===== src/core/pdx_pkg.sv =====
// constants and types for the sleep-pulse / crossover configuration block
package pdx_pkg;
	// ----------------------------------------
	// clock and time base
	// ----------------------------------------
	localparam int CLK_HZ = 250_000_000;
	localparam int MS_PER_S = 1000;
	localparam int CYC_PER_MS = CLK_HZ / MS_PER_S;
	localparam int PRE_W = 18;
	localparam int MS_W = 10;
	localparam int XO_W = 13;
	localparam logic [1:0] LOAD_WAIT = 2'h3;

	// ----------------------------------------
	// register byte addresses
	// ----------------------------------------
	localparam logic [7:0] ADDR_BASIC = 8'h00;
	localparam logic [7:0] ADDR_CFG = 8'h10;
	localparam logic [7:0] ADDR_MODE = 8'h14;
	localparam logic [7:0] ADDR_STAT = 8'h18;

	// ----------------------------------------
	// field positions
	// ----------------------------------------
	localparam int CFG_TX_EN = 15;
	localparam int CFG_TX_IVL = 13;
	localparam int CFG_WAKE1 = 12;
	localparam int CFG_GAP = 10;
	localparam int CFG_INDEP = 3;
	localparam int CFG_LPI = 2;
	localparam int CFG_XO_SLEEP = 1;
	localparam int CFG_XO_MAN = 0;
	localparam int BASIC_SRST = 15;
	localparam int BASIC_AN = 12;
	localparam int MODE_SLEEP_EN = 13;
	localparam int STAT_ASLEEP = 0;
	localparam int STAT_TX = 1;
	localparam int STAT_ARMED = 2;
	localparam int STAT_XO = 16;

	// ----------------------------------------
	// intervals in milliseconds, and the crossover sample count
	// ----------------------------------------
	localparam logic [MS_W-1:0] TX_IVL_0_MS = 10'd1000;
	localparam logic [MS_W-1:0] TX_IVL_1_MS = 10'd768;
	localparam logic [MS_W-1:0] TX_IVL_2_MS = 10'd512;
	localparam logic [MS_W-1:0] TX_IVL_3_MS = 10'd256;
	localparam logic [MS_W-1:0] GAP_0_MS = 10'd64;
	localparam logic [MS_W-1:0] GAP_1_MS = 10'd256;
	localparam logic [MS_W-1:0] GAP_2_MS = 10'd512;
	localparam logic [MS_W-1:0] GAP_3_MS = 10'd1000;
	localparam logic [XO_W-1:0] XO_SLEEP_MS = 13'd2976;
	localparam logic [XO_W-1:0] XO_SAMPLES = 13'd32;
	localparam logic [XO_W-1:0] XO_SAMPLE_MS = 13'd62;
	localparam logic [XO_W-1:0] XO_MAN_MS = 13'(XO_SAMPLES * XO_SAMPLE_MS);

	// ----------------------------------------
	// types
	// ----------------------------------------
	typedef struct packed {
		logic tx_en;
		logic [1:0] tx_ivl;
		logic wake1;
		logic [1:0] gap;
		logic indep;
		logic lpi;
		logic xo_sleep;
		logic xo_man;
	} pdx_cfg_t;

	typedef struct packed {
		logic sleep_en;
		logic lpi_en;
		logic [XO_W-1:0] xover_ms;
	} pdx_ctl_t;

	typedef enum logic [2:0] {
		RX_IDLE = 3'h1,
		RX_LISTEN = 3'h2,
		RX_ARMED = 3'h4
	} pdx_rx_e;

	localparam pdx_cfg_t CFG_RST = '{1'b0, 2'h0, 1'b0, 2'h0, 1'b0, 1'b0, 1'b0, 1'b1};
	localparam logic AN_RST = 1'b1;
	localparam logic SLEEP_EN_RST = 1'b0;
endpackage


===== src/core/pdx_core.sv =====
// sleep link-pulse, low-power-idle and crossover configuration for one port
`timescale 1ns/1ps
module pdx_core #(
	parameter int CYC_PER_MS = pdx_pkg::CYC_PER_MS
) (
	// clock and reset
	input wire logic clk_i,
	input wire logic rst_i,
	// wishbone slave
	input wire logic wb_cyc_i,
	input wire logic wb_stb_i,
	input wire logic wb_we_i,
	input wire logic [7:0] wb_adr_i,
	input wire logic [3:0] wb_sel_i,
	input wire logic [31:0] wb_dat_i,
	output logic [31:0] wb_dat_o,
	output logic wb_ack_o,
	// port state from the phy core
	input wire logic sleep_state_i,
	input wire logic peer_sleep_state_i,
	// pins: received link pulse and straps
	input wire logic nlp_rx_i,
	input wire logic fiber_mode_i,
	input wire logic lpi_strap_i,
	// controls out
	output logic nlp_tx_o,
	output logic wake_o,
	output logic port_soft_reset_o,
	output logic autoneg_enable_o,
	output pdx_pkg::pdx_ctl_t ctl_o
);

	// ----------------------------------------
	// state
	// ----------------------------------------
	typedef struct packed {
		pdx_pkg::pdx_cfg_t cfg;
		logic sleep_en;
		logic an_en;
		logic srst;
		logic ack;
		logic [31:0] dat;
		logic [1:0] fib_sync;
		logic [1:0] strap_sync;
		logic [2:0] rx_sync;
		logic [1:0] load_cnt;
		logic loaded;
		logic [pdx_pkg::PRE_W-1:0] pre;
		logic [pdx_pkg::MS_W-1:0] tx_ms;
		logic [pdx_pkg::MS_W-1:0] rx_ms;
		pdx_pkg::pdx_rx_e rx_st;
		logic nlp_tx;
		logic wake;
		logic [pdx_pkg::XO_W-1:0] xover;
	} pdx_state_t;

	localparam pdx_state_t ST_RST = '{
		cfg: pdx_pkg::CFG_RST,
		sleep_en: pdx_pkg::SLEEP_EN_RST,
		an_en: pdx_pkg::AN_RST,
		rx_st: pdx_pkg::RX_IDLE,
		default: '0
	};
	localparam logic [pdx_pkg::PRE_W-1:0] PRE_LAST = pdx_pkg::PRE_W'(CYC_PER_MS - 1);

	pdx_state_t s;
	pdx_state_t next_s;
	logic tick;
	logic asleep;
	logic tx_ok;
	logic rx_edge;
	logic req;
	logic [7:0] addr;

	// ----------------------------------------
	// decoders
	// ----------------------------------------
	// pulse period for the tx interval field
	function automatic logic [pdx_pkg::MS_W-1:0] tx_ivl_ms(input logic [1:0] sel);
		case (sel)
			2'h0: tx_ivl_ms = pdx_pkg::TX_IVL_0_MS;
			2'h1: tx_ivl_ms = pdx_pkg::TX_IVL_1_MS;
			2'h2: tx_ivl_ms = pdx_pkg::TX_IVL_2_MS;
			default: tx_ivl_ms = pdx_pkg::TX_IVL_3_MS;
		endcase
	endfunction

	// longest accepted spacing of two received pulses
	function automatic logic [pdx_pkg::MS_W-1:0] gap_ms(input logic [1:0] sel);
		case (sel)
			2'h0: gap_ms = pdx_pkg::GAP_0_MS;
			2'h1: gap_ms = pdx_pkg::GAP_1_MS;
			2'h2: gap_ms = pdx_pkg::GAP_2_MS;
			default: gap_ms = pdx_pkg::GAP_3_MS;
		endcase
	endfunction

	// read image of the config register
	function automatic logic [31:0] cfg_image(input pdx_pkg::pdx_cfg_t c);
		logic [31:0] v;
		v = '0; // reserved bits stay zero
		v[pdx_pkg::CFG_TX_EN] = c.tx_en;
		v[pdx_pkg::CFG_TX_IVL +: 2] = c.tx_ivl;
		v[pdx_pkg::CFG_WAKE1] = c.wake1;
		v[pdx_pkg::CFG_GAP +: 2] = c.gap;
		v[pdx_pkg::CFG_INDEP] = c.indep;
		v[pdx_pkg::CFG_LPI] = c.lpi;
		v[pdx_pkg::CFG_XO_SLEEP] = c.xo_sleep;
		v[pdx_pkg::CFG_XO_MAN] = c.xo_man;
		cfg_image = v;
	endfunction

	// ----------------------------------------
	// next state
	// ----------------------------------------
	// all behaviour is computed here and registered below
	always_comb begin
		next_s = s;
		next_s.ack = 1'b0;
		next_s.nlp_tx = 1'b0;
		next_s.wake = 1'b0;
		next_s.srst = 1'b0;

		// pin synchronisers; the first flop feeds only the second
		next_s.fib_sync = {s.fib_sync[0], fiber_mode_i};
		next_s.strap_sync = {s.strap_sync[0], lpi_strap_i};
		next_s.rx_sync = {s.rx_sync[1:0], nlp_rx_i};
		rx_edge = s.rx_sync[1] & ~s.rx_sync[2];

		// straps are caught once the synchronisers have settled after reset
		if (!s.loaded) begin
			if (s.load_cnt == pdx_pkg::LOAD_WAIT) begin
				next_s.loaded = 1'b1;
				next_s.cfg.lpi = s.fib_sync[1] ? 1'b0 : s.strap_sync[1];
			end else begin
				next_s.load_cnt = s.load_cnt + 2'h1;
			end
		end

		// millisecond time base keeps the long timers narrow
		tick = (s.pre == PRE_LAST);
		next_s.pre = tick ? '0 : s.pre + 1'b1;

		// transmit side: pulse only while this port (and peer unless independent) sleeps
		asleep = s.sleep_en & sleep_state_i;
		tx_ok = s.cfg.tx_en & asleep & (s.cfg.indep | peer_sleep_state_i);
		if (!tx_ok) begin
			next_s.tx_ms = '0;
		end else if (tick) begin
			if (s.tx_ms == tx_ivl_ms(s.cfg.tx_ivl) - 1'b1) begin
				next_s.tx_ms = '0;
				next_s.nlp_tx = 1'b1;
			end else begin
				next_s.tx_ms = s.tx_ms + 1'b1;
			end
		end

		// receive side: wake detector
		case (s.rx_st)
			pdx_pkg::RX_IDLE: begin
				if (asleep) begin
					next_s.rx_st = pdx_pkg::RX_LISTEN;
				end
			end
			pdx_pkg::RX_LISTEN: begin
				if (!asleep) begin
					next_s.rx_st = pdx_pkg::RX_IDLE;
				end else if (rx_edge) begin
					if (s.cfg.wake1) begin
						next_s.wake = 1'b1;
					end else begin
						next_s.rx_st = pdx_pkg::RX_ARMED;
						next_s.rx_ms = '0;
					end
				end
			end
			pdx_pkg::RX_ARMED: begin
				if (!asleep) begin
					next_s.rx_st = pdx_pkg::RX_IDLE;
				end else if (rx_edge) begin
					next_s.wake = 1'b1;
					next_s.rx_st = pdx_pkg::RX_LISTEN;
				end else if (tick) begin
					// gap ran out: the next pulse counts as a first one again
					if (s.rx_ms == gap_ms(s.cfg.gap) - 1'b1) begin
						next_s.rx_st = pdx_pkg::RX_LISTEN;
					end else begin
						next_s.rx_ms = s.rx_ms + 1'b1;
					end
				end
			end
			default: begin
				next_s.rx_st = pdx_pkg::RX_IDLE;
			end
		endcase

		// crossover extension in milliseconds, the sum of both terms
		next_s.xover = '0;
		if (s.sleep_en & s.cfg.xo_sleep) begin
			next_s.xover = pdx_pkg::XO_SLEEP_MS;
		end
		if (!s.an_en & s.cfg.xo_man) begin
			next_s.xover = next_s.xover + pdx_pkg::XO_MAN_MS;
		end

		// soft reset restarts the wake and pulse machinery and sets autoneg enable back on, but keeps the config
		if (s.srst) begin
			next_s.rx_st = pdx_pkg::RX_IDLE;
			next_s.tx_ms = '0;
			next_s.an_en = pdx_pkg::AN_RST;
		end

		// bus slave: one wait state, unmapped reads return zero, writes dropped
		req = wb_cyc_i & wb_stb_i & ~s.ack;
		addr = {wb_adr_i[7:2], 2'h0};
		if (req) begin
			next_s.ack = 1'b1;
			next_s.dat = '0;
			case (addr)
				pdx_pkg::ADDR_CFG: begin
					next_s.dat = cfg_image(s.cfg);
					if (wb_we_i & wb_sel_i[1]) begin
						next_s.cfg.tx_en = wb_dat_i[pdx_pkg::CFG_TX_EN];
						next_s.cfg.tx_ivl = wb_dat_i[pdx_pkg::CFG_TX_IVL +: 2];
						next_s.cfg.wake1 = wb_dat_i[pdx_pkg::CFG_WAKE1];
						next_s.cfg.gap = wb_dat_i[pdx_pkg::CFG_GAP +: 2];
					end
					if (wb_we_i & wb_sel_i[0]) begin
						next_s.cfg.indep = wb_dat_i[pdx_pkg::CFG_INDEP];
						next_s.cfg.lpi = wb_dat_i[pdx_pkg::CFG_LPI];
						next_s.cfg.xo_sleep = wb_dat_i[pdx_pkg::CFG_XO_SLEEP];
						next_s.cfg.xo_man = wb_dat_i[pdx_pkg::CFG_XO_MAN];
					end
				end
				pdx_pkg::ADDR_BASIC: begin
					next_s.dat[pdx_pkg::BASIC_AN] = s.an_en;
					if (wb_we_i & wb_sel_i[1]) begin
						next_s.an_en = wb_dat_i[pdx_pkg::BASIC_AN];
						next_s.srst = wb_dat_i[pdx_pkg::BASIC_SRST];
					end
				end
				pdx_pkg::ADDR_MODE: begin
					next_s.dat[pdx_pkg::MODE_SLEEP_EN] = s.sleep_en;
					if (wb_we_i & wb_sel_i[1]) begin
						next_s.sleep_en = wb_dat_i[pdx_pkg::MODE_SLEEP_EN];
					end
				end
				pdx_pkg::ADDR_STAT: begin
					next_s.dat[pdx_pkg::STAT_ASLEEP] = asleep;
					next_s.dat[pdx_pkg::STAT_TX] = tx_ok;
					next_s.dat[pdx_pkg::STAT_ARMED] = (s.rx_st == pdx_pkg::RX_ARMED);
					next_s.dat[pdx_pkg::STAT_XO +: pdx_pkg::XO_W] = s.xover;
				end
				default: begin
					next_s.dat = '0;
				end
			endcase
		end
	end

	// ----------------------------------------
	// registers
	// ----------------------------------------
	// rst_i is the chip-level phy reset; soft reset never reaches here
	always_ff @(posedge clk_i) begin
		if (rst_i) begin
			s <= ST_RST;
		end else begin
			s <= next_s;
		end
	end

	// ----------------------------------------
	// outputs
	// ----------------------------------------
	// every output is a field of the state register
	assign wb_dat_o = s.dat;
	assign wb_ack_o = s.ack;
	assign nlp_tx_o = s.nlp_tx;
	assign wake_o = s.wake;
	assign port_soft_reset_o = s.srst;
	assign autoneg_enable_o = s.an_en;
	assign ctl_o.sleep_en = s.sleep_en;
	assign ctl_o.lpi_en = s.cfg.lpi;
	assign ctl_o.xover_ms = s.xover;

endmodule


===== config.mk =====
export PLATFORM = sky130hd
export DESIGN_NAME = pdx_core
export DESIGN_NICKNAME = d
export VERILOG_FILES = /design/src/core/pdx_pkg.sv /design/src/core/pdx_core.sv
export SDC_FILE = /design/constraint.sdc
export NUM_CORES = 1
export LEC_CHECK = 0
export BUFFER_PORTS_ARGS = -buffer_cell sky130_fd_sc_hd__buf_2
export CAP_MARGIN = 20
export CORE_UTILIZATION = 49
export CTS_CLUSTER_DIAMETER = 30
export DETAILED_ROUTE_END_ITERATION = 8
export HOLD_SLACK_MARGIN = 0.03
export PLACE_DENSITY_LB_ADDON = 0.08
export RECOVER_POWER = 50
export SETUP_SLACK_MARGIN = 0.3
export SLEW_MARGIN = 30
export SYNTH_ARGS = -nofsm -noshare
export SYNTH_HDL_FRONTEND = slang
export SYNTH_SLANG_ARGS = --single-unit

===== constraint.sdc =====
create_clock -name clk_i -period 2.07 [get_ports clk_i]
set_input_delay 0.414 -clock clk_i [delete_from_list [all_inputs] [get_ports clk_i]]
set_output_delay 0.414 -clock clk_i [all_outputs]
set_load 0.01 [all_outputs]

After elaboration in Yosys (flattened, before gate mapping) --
Cells that the tools add are included.
Storage, ports and cells: flip-flop bits (word level) 109, output and inout bits 52, bits of input ports 54
Operators by class: equal/unequal tests 26, multiplexer cells 51, $add $sub $neg 7, bitwise logic cells 20, reduce and logical (&&, ||, !) cells 16
Operator list (count):
- $mux 10 | 11
- $mux 13 | 5
- $pmux 10 s3 | 2
- $mux 39 | 1
- $mux 3 | 7
- $add 10x1->10 const B | 2
- $eq 10x10->1 | 2
- $pmux 10 s2 | 1
- $sub 10x1->10 const B | 2
- $add 18x1->18 const B | 1
- $eq 18x18->1 const B | 1
- $eq 6x3->1 const B | 3
- $ne 2x2->1 const B | 8
- $mux 1 | 14
- $add 13x11->13 const B | 1
- $mux 12 | 1
- $and 1x1->1 | 10
- $mux 9 | 1
- $not 1->1 | 9
- $pmux 3 s3 | 1
- $reduce_and 3->1 | 3
- $ne 4x4->1 const B | 2
- $reduce_and 8->1 | 1
- $eq 2x2->1 const B | 3
- 19 further kinds | 28

Logic depth before layout (Yosys ltp) --
Gate-level depths: netlist of the first run.
depth in word-level cells 13, gate-level depth with buffers 9, mapped depth without buffers 6

Worst setup path before layout of the first run --
Ideal clock, no wire load.
path type register to register, start point register s[44] (netlist name), end point register s[21] (netlist name), path buffers 0, arrival 1958 ps, cell stages (with the launch flop) 6, setup slack -21 ps, cells stage by stage dfxtp_1 -> or4_1 -> nor4_4 -> a31oi_2 -> o41ai_1 -> o31ai_1
Between the ends: word-level cells in the longest chain between the ends 3
Ends and longest elaborated chain:
- start, declared | RTL line pdx_core.sv:66 | pdx_state_t s;
- start signal, assigned | RTL line pdx_core.sv:269 | s <= next_s;
- $eq 18x18->1 | RTL line pdx_core.sv:141 | tick = (s.pre == PRE_LAST);
- $ne 2x2->1 (no line)
- $reduce_and 8->1 (no line)
No other way between the ends. A chain may end at the register's enable or synchronous reset.

Worst setup path in the final report of the first run --
start point register s[44] (netlist name), end point register s[26] (netlist name)
The elaborated chain is that of the path after synthesis.

==> results.md, run 1 <==
- Top-area cell type share of the netlist area: 40.7%
- Antenna viol nets, final: 0
- Critical Path AT: 2.16 ns
- Synth top cells by count: dfxtp_1, nor2_1, buf_4
- Final Hold Viols: 0
- Worst setup margin: 0.142 ns
- Row cnt: 34
- RR Endpoint: s[26]
- Max incr delay on CP: 0.54 ns
- CP Launch Type: register
- Critical path cell sequence: or4_4, nor4_4, buf_6, a31oi_4, o41ai_2, o31ai_1
- Vias/cell: 5.42
- Cell variety after synth: 63
- Clock Latency Late Sink: 0.36 ns
- Worst hold start: wb_dat_i[0]
- Routed WL: 10000 um
- Asr flop ratio synth: 0%
- Dpl ws: -0.00375 ns
- Hold Crit Endpoint: s[102]
- Via count: 3754
- Leakage power: 1.97 nW
- R2R depth: 6
- # IOs: 106
- Synthesized cell area: 4480 sq um
- Fin crit share: 93.1%
- Fmax: 0.519 GHz
- Placeable Area: 8760 sq um
- Initial antenna violation count: 0
- Cts-stage hold buffer count: 0
- Clock skew: 0.00813 ns
- Min Tclk post-route: 1.93 ns
- Port Buffers: 60
- Setup violations, final: 0
- Vias in the first global route: 3495
- Total power: 3.28 mW
- Register area share after synthesis: 40.7%
- Diode count: 0
- Routability congestion estimate: 0.774
- TritonCTS Buffers: 9
- Min-delay worst type: input port to register
- CTS tree: done
- Global-route wire length before repair: 16500 um
- Rel. slew slack: 16.0%
- Count leader, synth: dfxtp_1
- Final Max Slew Viols: 0
- Ys flop type: dfxtp_1
- Synth Warn #: 0
- Slowest-stage cell, CP: or4_4
- WL/cell: 14.5 um
- Reg clk slew, reported paths: 0.10 ns
- Die ar.: 9520 sq um
- Clk buf depth: 2
- Fill cells: 801
- DRT Pass-1 Iters: 5
- Syn Area/Cell: 8.71 sq um
- Post-synth EDFFs: 0
- Synth area leaders: dfxtp_1, buf_4, nor2_1
- R2r setup slk: 0.14 ns
- Pin count of the biggest net entering global routing: 63
- DRC: 0
- CTS H-tree lvls: 3
- Status: complete, no violations
- Initial core utilization: 51.1%
- Grt ovf: 0
- Setup CP Type: register to register
- RSZ-0062 raised after global routing: yes
- RR Startpoint: s[44]
- Seq cells post-synth: 91
- Worst-Margin Slew: 1.26 ns
- CP required: 2.30 ns
- Pwr/cell area: 609 nW/um^2
- CTS sink count: 91
- Layout Nets: 639
- Root Buffer: clkbuf_8
- Max cap viols: 0
- Area Growth Syn to Fin: 20.5%
- Cell taking the most area after synthesis: dfxtp_1
- Die width: 97.6 um
- Initial DRC Count: 137
- Share of layout cells above drive strength 1: 28.5%
- Hold Path Stages: 2
- Die Y: 97.6 um
- Syn Inst Count: 514
- Max VDD drop: 0.373 mV
- CP Capture Type: register
- DP HPWL: 6670 um
- Worst Path Max Fanout: 5
- GR Util All Layers: 21.2%
[cells in the final DEF, fill, tap and decap left out, types with 5 or more instances in the layout]
master	count
dfxtp_1	80
nand2b_1	7
nand3_1	30
o41ai_2	7
clkbuf_1	34
nor2b_1	14
nor2_1	45
a21oi_1	17
dfxtp_2	9
or4_4	5
xor2_1	12
nor3_1	9
and3_1	10
buf_4	36
nand4_1	13
inv_1	12
buf_2	27
o21ai_0	5
buf_6	5
xnor2_1	14
nor2_2	13
conb_1	19
nand2_1	29
clkbuf_8	9
mux2i_1	12
[metrics by stage]
stage                     hold slack, ns  area, sq um  setup TNS, ns  std cells  util [%]
after detailed placement           0.420         4790       -0.00375        664      54.6
after global placement             0.420         4790              0        664      54.6
final                              0.250         5390              0        693      61.5
after floorplan                    0.414         4630              0        532         -
after global routing               0.250         5390              0        693      61.5
after CTS                          0.241         5240              0        687      59.8
[state kept, by name (all words and copies together) (netlist names)]
name               count
port_soft_reset_o      1
ctl_o                  9
s                     56
wake_o                 1
autoneg_enable_o       1
nlp_tx_o               1
wb_ack_o               1
wb_dat_o              17
next_s                 4
[routing by layer]
layer	part of all wire [%]	global-route usage, %
met3	3.5	3.45
met5	0	0
met1	47	29.0
met4	1.4	7.47
met2	48	33.7
[critical path, delay by kind of cell (launching register included)]
| kind | cells | cell delay, ns |
|---|---|---|
| DFF | 1 | 0.33 |
| and+or+nand+nor | 2 | 0.78 |
| AOI/OAI and AO/OA | 3 | 0.52 |
| buffers and inverters | 1 | 0.17 |
[how the worst max path moves through the flow]
stage          cells past startpoint          start  endpoint  slack, ns
6_report                           6          s[44]     s[26]       0.14
5_1_grt                            8          s[44]     s[31]       0.04
4_1_cts                            6          s[44]     s[26]       0.14
3_5_place_dp                       6  sleep_state_i     s[20]     -0.004
3_3_place_gp                       7    wb_adr_i[5]    s[109]      0.007
2_1_floorplan                      5          s[46]     s[26]       0.04
[power breakdown]
group | internal (mW) | switching, mW
clock | 0.571 | 0.671
sequential | 1.79 | 0.0254
combinational | 0.0979 | 0.131
[cell families after synthesis]
| kind of cell | synth area share, % |
|---|---|
| compound gates | 10.1 |
| other cells | 0.0838 |
| fa+ha+maj | 1.40 |
| simple gates | 26.9 |
| xor+xnor | 5.48 |
| flops | 40.7 |
| buf+inv | 12.3 |
| mux | 2.94 |
[area by class of cell]
type,count,area (sq um),area share (%)
multi-input combinational,362,2530,46.9
sequential,91,1840,34.1
timing repair buffer,104,638,11.8
tap,108,135,2.51
clock buffer,10,128,2.37
clock inverter,6,77.6,1.44
inverter,12,45.0,0.835
[timing repair]
item	in CTS	in global routing
setup buffers	4	6
gates resized for setup	43	37
pin swaps	10	21
setup endpoints to repair	38	47
cloned	3	0
Power figures use the tool's default switching activity.
==> run 2, diff against run 1 <==
CORE_MARGIN = 3   (was unset)
==> results.md, run 2 (synthesis results as in run 1) <==
- Root Buffer: clkbuf_8 (unchanged)
- DRC: 0 (unchanged)
- Fin crit share: 97.0% (was 93.1%)
- DP HPWL: 6920 um (was 6670 um)
- Vias in the first global route: 3538 (was 3495)
- Pwr/cell area: 599 nW/um^2 (was 609 nW/um^2)
- CTS tree: done (unchanged)
- Fin Hold WS: 0.247 ns (was 0.250 ns)
- CP Launch Type: register (unchanged)
- Status: complete, no violations (unchanged)
- Diode count: 0 (unchanged)
- RSZ-0062 raised after global routing: yes (unchanged)
- Die ar.: 10300 sq um (was 9520 sq um)
- Leakage power: 1.95 nW (was 1.97 nW)
- Row cnt: 34 (unchanged)
- Share of layout cells above drive strength 1: 27.8% (was 28.5%)
- Global-route wire length before repair: 16800 um (was 16500 um)
- Max cap viols: 0 (unchanged)
- Routability congestion estimate: 0.836 (was 0.774)
- Final Hold Viols: 0 (unchanged)
- Area Growth Syn to Fin: 20.8% (was 20.5%)
- Initial DRC Count: 130 (was 137)
- WL/cell: 15.1 um (was 14.5 um)
- Max reg flops: 56 (unchanged)
- CTS sink count: 91 (unchanged)
- # placed instances: 664 (unchanged)
- Most common cell after layout, fill and taps aside: dfxtp_1 (unchanged)
- CTS H-tree lvls: 3 (unchanged)
- Port Buffers: 60 (unchanged)
- Total power: 3.24 mW (was 3.28 mW)
- Layout Nets: 637 (was 639)
- Rel. slew slack: 11.7% (was 16.0%)
- Routed WL: 10500 um (was 10000 um)
- Worst Path Max Fanout: 5 (unchanged)
- Final std cells w/o fill: 691 (was 693)
- Commonest non-fill, non-tap cells in the layout: dfxtp_1, nor2_1, clkbuf_1 (was dfxtp_1, nor2_1, buf_4)
- Max VDD drop: 0.442 mV (was 0.373 mV)
- Initial antenna violation count: 0 (unchanged)
- Clock Latency Late Sink: 0.36 ns (about the same)
- Min-delay worst type: input port to register (unchanged)
- Setup TNS: 0 ns (unchanged)
- CP Capture Type: register (unchanged)
- Final Max Slew Viols: 0 (unchanged)
- TritonCTS Buffers: 9 (unchanged)
- Die width: 102 um (was 97.6 um)
- DRT Pass-1 Iters: 4 (was 5)
- CP required: 2.32 ns (was 2.30 ns)
- Post-DP Area: 4800 sq um (was 4790 sq um)
- Dpl ws: -0.0436 ns (was -0.00375 ns)
- Die Y: 102 um (was 97.6 um)
- Setup violations, final: 0 (unchanged)
- Clk buf depth: 2 (unchanged)
- Initial core utilization: 50.8% (was 51.1%)
- Worst-Margin Slew: 1.32 ns (was 1.26 ns)
- Fmax: 0.498 GHz (was 0.519 GHz)
- Via count: 3802 (was 3754)
- Pin count of the biggest net entering global routing: 63 (unchanged)
- Setup CP Type: register to register (unchanged)
- Placeable Area: 8810 sq um (was 8760 sq um)
- Grt ovf: 0 (unchanged)
- Reg clk slew, reported paths: 0.11 ns (was 0.10 ns)
- Critical Path AT: 2.26 ns (was 2.16 ns)
- # IOs: 106 (unchanged)
- Worst setup margin: 0.0630 ns (was 0.142 ns)
- GR Util All Layers: 20.2% (was 21.2%)
- Largest Register: s (unchanged)
- Antenna viol nets, final: 0 (unchanged)
- Post-route cell area: 5410 sq um (was 5390 sq um)
- Clock skew: 0.0145 ns (was 0.00813 ns)
- Vias/cell: 5.50 (was 5.42)
- Final Util: 61.4% (was 61.5%)
- Min Tclk post-route: 2.01 ns (was 1.93 ns)
run 2: worst max-delay path: stages (launching register included):
cell	delay, ns
dfxtp_2	0.33
or4_4	0.54
nor4_4	0.27
buf_4	0.20
a31oi_4	0.15
o41ai_2	0.31
o31ai_1	0.10
run 2: area by class of cell:
class	instances	area, sq um
clock buffers	9	124
clock inverters	7	72.6
fillers	811	3400
inverters	12	45.0
multi-input cells	362	2540
flip-flops and latches	91	1850
well taps	108	135
repair buffers	102	638
run 2: power breakdown:
| group | internal, mW | total (mW) | switching, mW |
|---|---|---|---|
| Sequential | 1.78 | 1.81 | 0.0242 |
| Combinational | 0.0944 | 0.232 | 0.137 |
| Clock | 0.472 | 1.20 | 0.726 |
| Total | 2.35 | 3.24 | 0.888 |
run 2: worst paths after layout:
| path | from | end | slack [ns] | cells after the start |
|---|---|---|---|---|
| max | s[46] | s[27] | 0.06 | 6 |
| min | wb_dat_i[0] | s[102] | 0.25 | 2 |
| max reg2reg | s[46] | s[27] | 0.06 | 6 |
| min reg2reg | next_s[63] | s[63] | 0.44 | 1 |
run 2: routing by layer:
metal / share of wire, % / vias to the layer above / GRT usage (%)
li1: - / 1878 / -
met1: 47 / 1834 / 27.7
met2: 48 / 77 / 31.9
met3: 3.6 / 13 / 3.51
met4: 1.3 / 0 / 7.16
met5: 0 / - / 0
run 2: what timing repair did:
item / CTS / global route
hold buffers: 0 / 0
endpoints found under the setup margin: 39 / 48
pin swaps: 9 / 19
resized for setup: 26 / 57
gates cloned: 2 / 1
setup buffers: 4 / 4
==> run 3, diff against run 2 <==
CORE_UTILIZATION = 54   (was 49)
clock period = 1.9 ns   (was 2.07 ns; I/O delays follow)
==> results.md, run 3 (synthesis results as in run 1) <==
- Rel. slew slack: 30.2% (was 11.7%)
- Worst Path Max Fanout: 4 (was 5)
- Placeable Area: 7890 sq um (was 8810 sq um)
- Reg clk slew, reported paths: 0.10 ns (was 0.11 ns)
- Clock Latency Late Sink: 0.36 ns (about the same)
- WL/cell: 14.2 um (was 15.1 um)
- Max VDD drop: 0.374 mV (was 0.442 mV)
- Fin Hold WS: 0.212 ns (was 0.247 ns)
- Fmax: 0.519 GHz (was 0.498 GHz)
- GR Util All Layers: 21.1% (was 20.2%)
- Hold Path Stages: 2 (unchanged)
- TritonCTS Buffers: 9 (unchanged)
- Final Max Slew Viols: 0 (unchanged)
- Worst-Margin Slew: 1.05 ns (was 1.32 ns)
- Die width: 97.0 um (was 102 um)
- Port Buffers: 60 (unchanged)
- DP HPWL: 7040 um (was 6920 um)
- Root Buffer: clkbuf_8 (unchanged)
- Slowest-stage cell, CP: or4_4 (unchanged)
- Die ar.: 9420 sq um (was 10300 sq um)
- Max reg flops: 56 (unchanged)
- Max cap viols: 0 (unchanged)
- Clk buf depth: 2 (unchanged)
- Initial antenna violation count: 0 (unchanged)
- Leakage power: 2.06 nW (was 1.95 nW)
- Most common cell after layout, fill and taps aside: dfxtp_1 (unchanged)
- Final Hold Viols: 0 (unchanged)
- Antenna viol nets, final: 0 (unchanged)
- CTS sink count: 91 (unchanged)
- Fin crit share: 101% (was 97.0%)
- Area Growth Syn to Fin: 20.2% (was 20.8%)
- Critical path cell sequence: or4_4, nor4_4, buf_6, buf_12, a31oi_4, o41ai_2, o31ai_1 (was or4_4, nor4_4, buf_4, a31oi_4, o41ai_2, o31ai_1)
- Layout Nets: 651 (was 637)
- CP required: 2.14 ns (was 2.32 ns)
- Worst setup startpoint: s[43] (was s[46])
- Dpl ws: -0.144 ns (was -0.0436 ns)
- Setup violations, final: 5 (was 0)
- Routability congestion estimate: 0.859 (was 0.836)
- Clock skew: 0.00994 ns (was 0.0145 ns)
- Setup CP Type: register to register (unchanged)
- RR Startpoint: s[43] (was s[46])
- Min-delay worst type: input port to register (unchanged)
- DRC: 0 (unchanged)
- Routed WL: 9940 um (was 10500 um)
- Vias/cell: 5.29 (was 5.50)
- Worst hold start: wb_dat_i[0] (unchanged)
- DRT Pass-1 Iters: 4 (unchanged)
- Cts-stage hold buffer count: 0 (unchanged)
- Global-route wire length before repair: 16700 um (was 16800 um)
- CP Capture Type: register (unchanged)
- Via count: 3700 (was 3802)
- Row cnt: 32 (was 34)
- R2R depth: 7 (was 6)
- Worst setup margin: -0.0268 ns (was 0.0630 ns)
- Largest Register: s (unchanged)
- Failing checks: setup timing
- Initial DRC Count: 126 (was 130)
- Pwr/cell area: 643 nW/um^2 (was 599 nW/um^2)
- Grt ovf: 0 (unchanged)
- Vias in the first global route: 3494 (was 3538)
- Die Y: 97.0 um (was 102 um)
- Hold Crit Endpoint: s[102] (unchanged)
- Status: complete, but fails checks (was complete, no violations)
- RSZ-0062 raised after global routing: yes (unchanged)
- Share of layout cells above drive strength 1: 27.3% (was 27.8%)
- Critical Path AT: 2.17 ns (was 2.26 ns)
- CP Launch Type: register (unchanged)
- Commonest non-fill, non-tap cells in the layout: dfxtp_1, nor2_1, buf_4 (was dfxtp_1, nor2_1, clkbuf_1)
- # IOs: 106 (unchanged)
- CTS tree: done (unchanged)
- Pin count of the biggest net entering global routing: 42 (was 63)
- RR Endpoint: s[21] (was s[27])
- Fill cells: 689 (was 811)
- Max incr delay on CP: 0.52 ns (was 0.54 ns)
- Diode count: 0 (unchanged)
- Min Tclk post-route: 1.93 ns (was 2.01 ns)
- R2r setup slk: -0.03 ns (was 0.06 ns)
- Initial core utilization: 56.7% (was 50.8%)
- CTS H-tree lvls: 3 (unchanged)
==> run 3: final cells by class <==
class | count | area (sq um) | area share [%]
Inverter | 12 | 45.0 | 0.837
Sequential cell | 91 | 1840 | 34.2
Tap cell | 102 | 128 | 2.37
Timing Repair Buffer | 117 | 749 | 13.9
Multi-Input combinational cell | 361 | 2430 | 45.2
Clock inverter | 7 | 63.8 | 1.19
Clock buffer | 9 | 124 | 2.30
==> run 3: worst max-delay path by stage <==
stage                         to  slack [ns]  cells past startpoint
after floorplan            s[26]       -0.13                      5
after CTS                  s[16]      -0.009                      7
after global routing       s[31]       -0.13                      8
after global placement     s[23]       -0.12                      6
final                      s[21]       -0.03                      7
after detailed placement  s[106]       -0.14                      7
==> run 3: worst max-delay path, delay by kind of cell (launching register included) <==
kind / cells / cell delay [ns]
simple gates: 2 / 0.76
compound gates: 3 / 0.43
flops: 1 / 0.35
buf+inv: 2 / 0.27
==> run 3: power by group <==
group          leakage [nW]  switching, mW  total (mW)  internal (mW)
combinational          1.22          0.141       0.245          0.104
clock                0.0925          0.748        1.24          0.496
sequential            0.742         0.0267        1.97           1.94
==> run 3: through the flow <==
stage / std cells / instance area, sq um / setup TNS [ns] / power (mW) / util [%]
floorplan: 532 / 4680 / -2.21 / 2.20 / -
global placement: 673 / 4920 / -2.37 / 2.24 / 62.4
detailed placement: 673 / 4920 / -2.53 / 2.25 / 62.4
CTS: 699 / 5360 / -0.0330 / 3.49 / 67.9
global route: 699 / 5380 / -1.66 / 3.61 / 68.2
finish: 699 / 5380 / -0.0944 / 3.46 / 68.2
==> run 3: routing by layer <==
layer  routed length [um]  GRT usage [%]  up-vias
li1                     -              -     1887
met1                 4880           28.8     1748
met2                 4670           34.8       61
met3                  343           3.32        4
met4                   44           5.83        0
met5                    0              0        -
==> run 3: timing repair <==
| action | CTS | global route |
|---|---|---|
| gates resized for setup | 36 | 14 |
| pin swaps | 14 | 4 |
| endpoints found under the setup margin | 46 | 50 |
| gates cloned | 2 | 0 |
| buffers inserted | 8 | 0 |
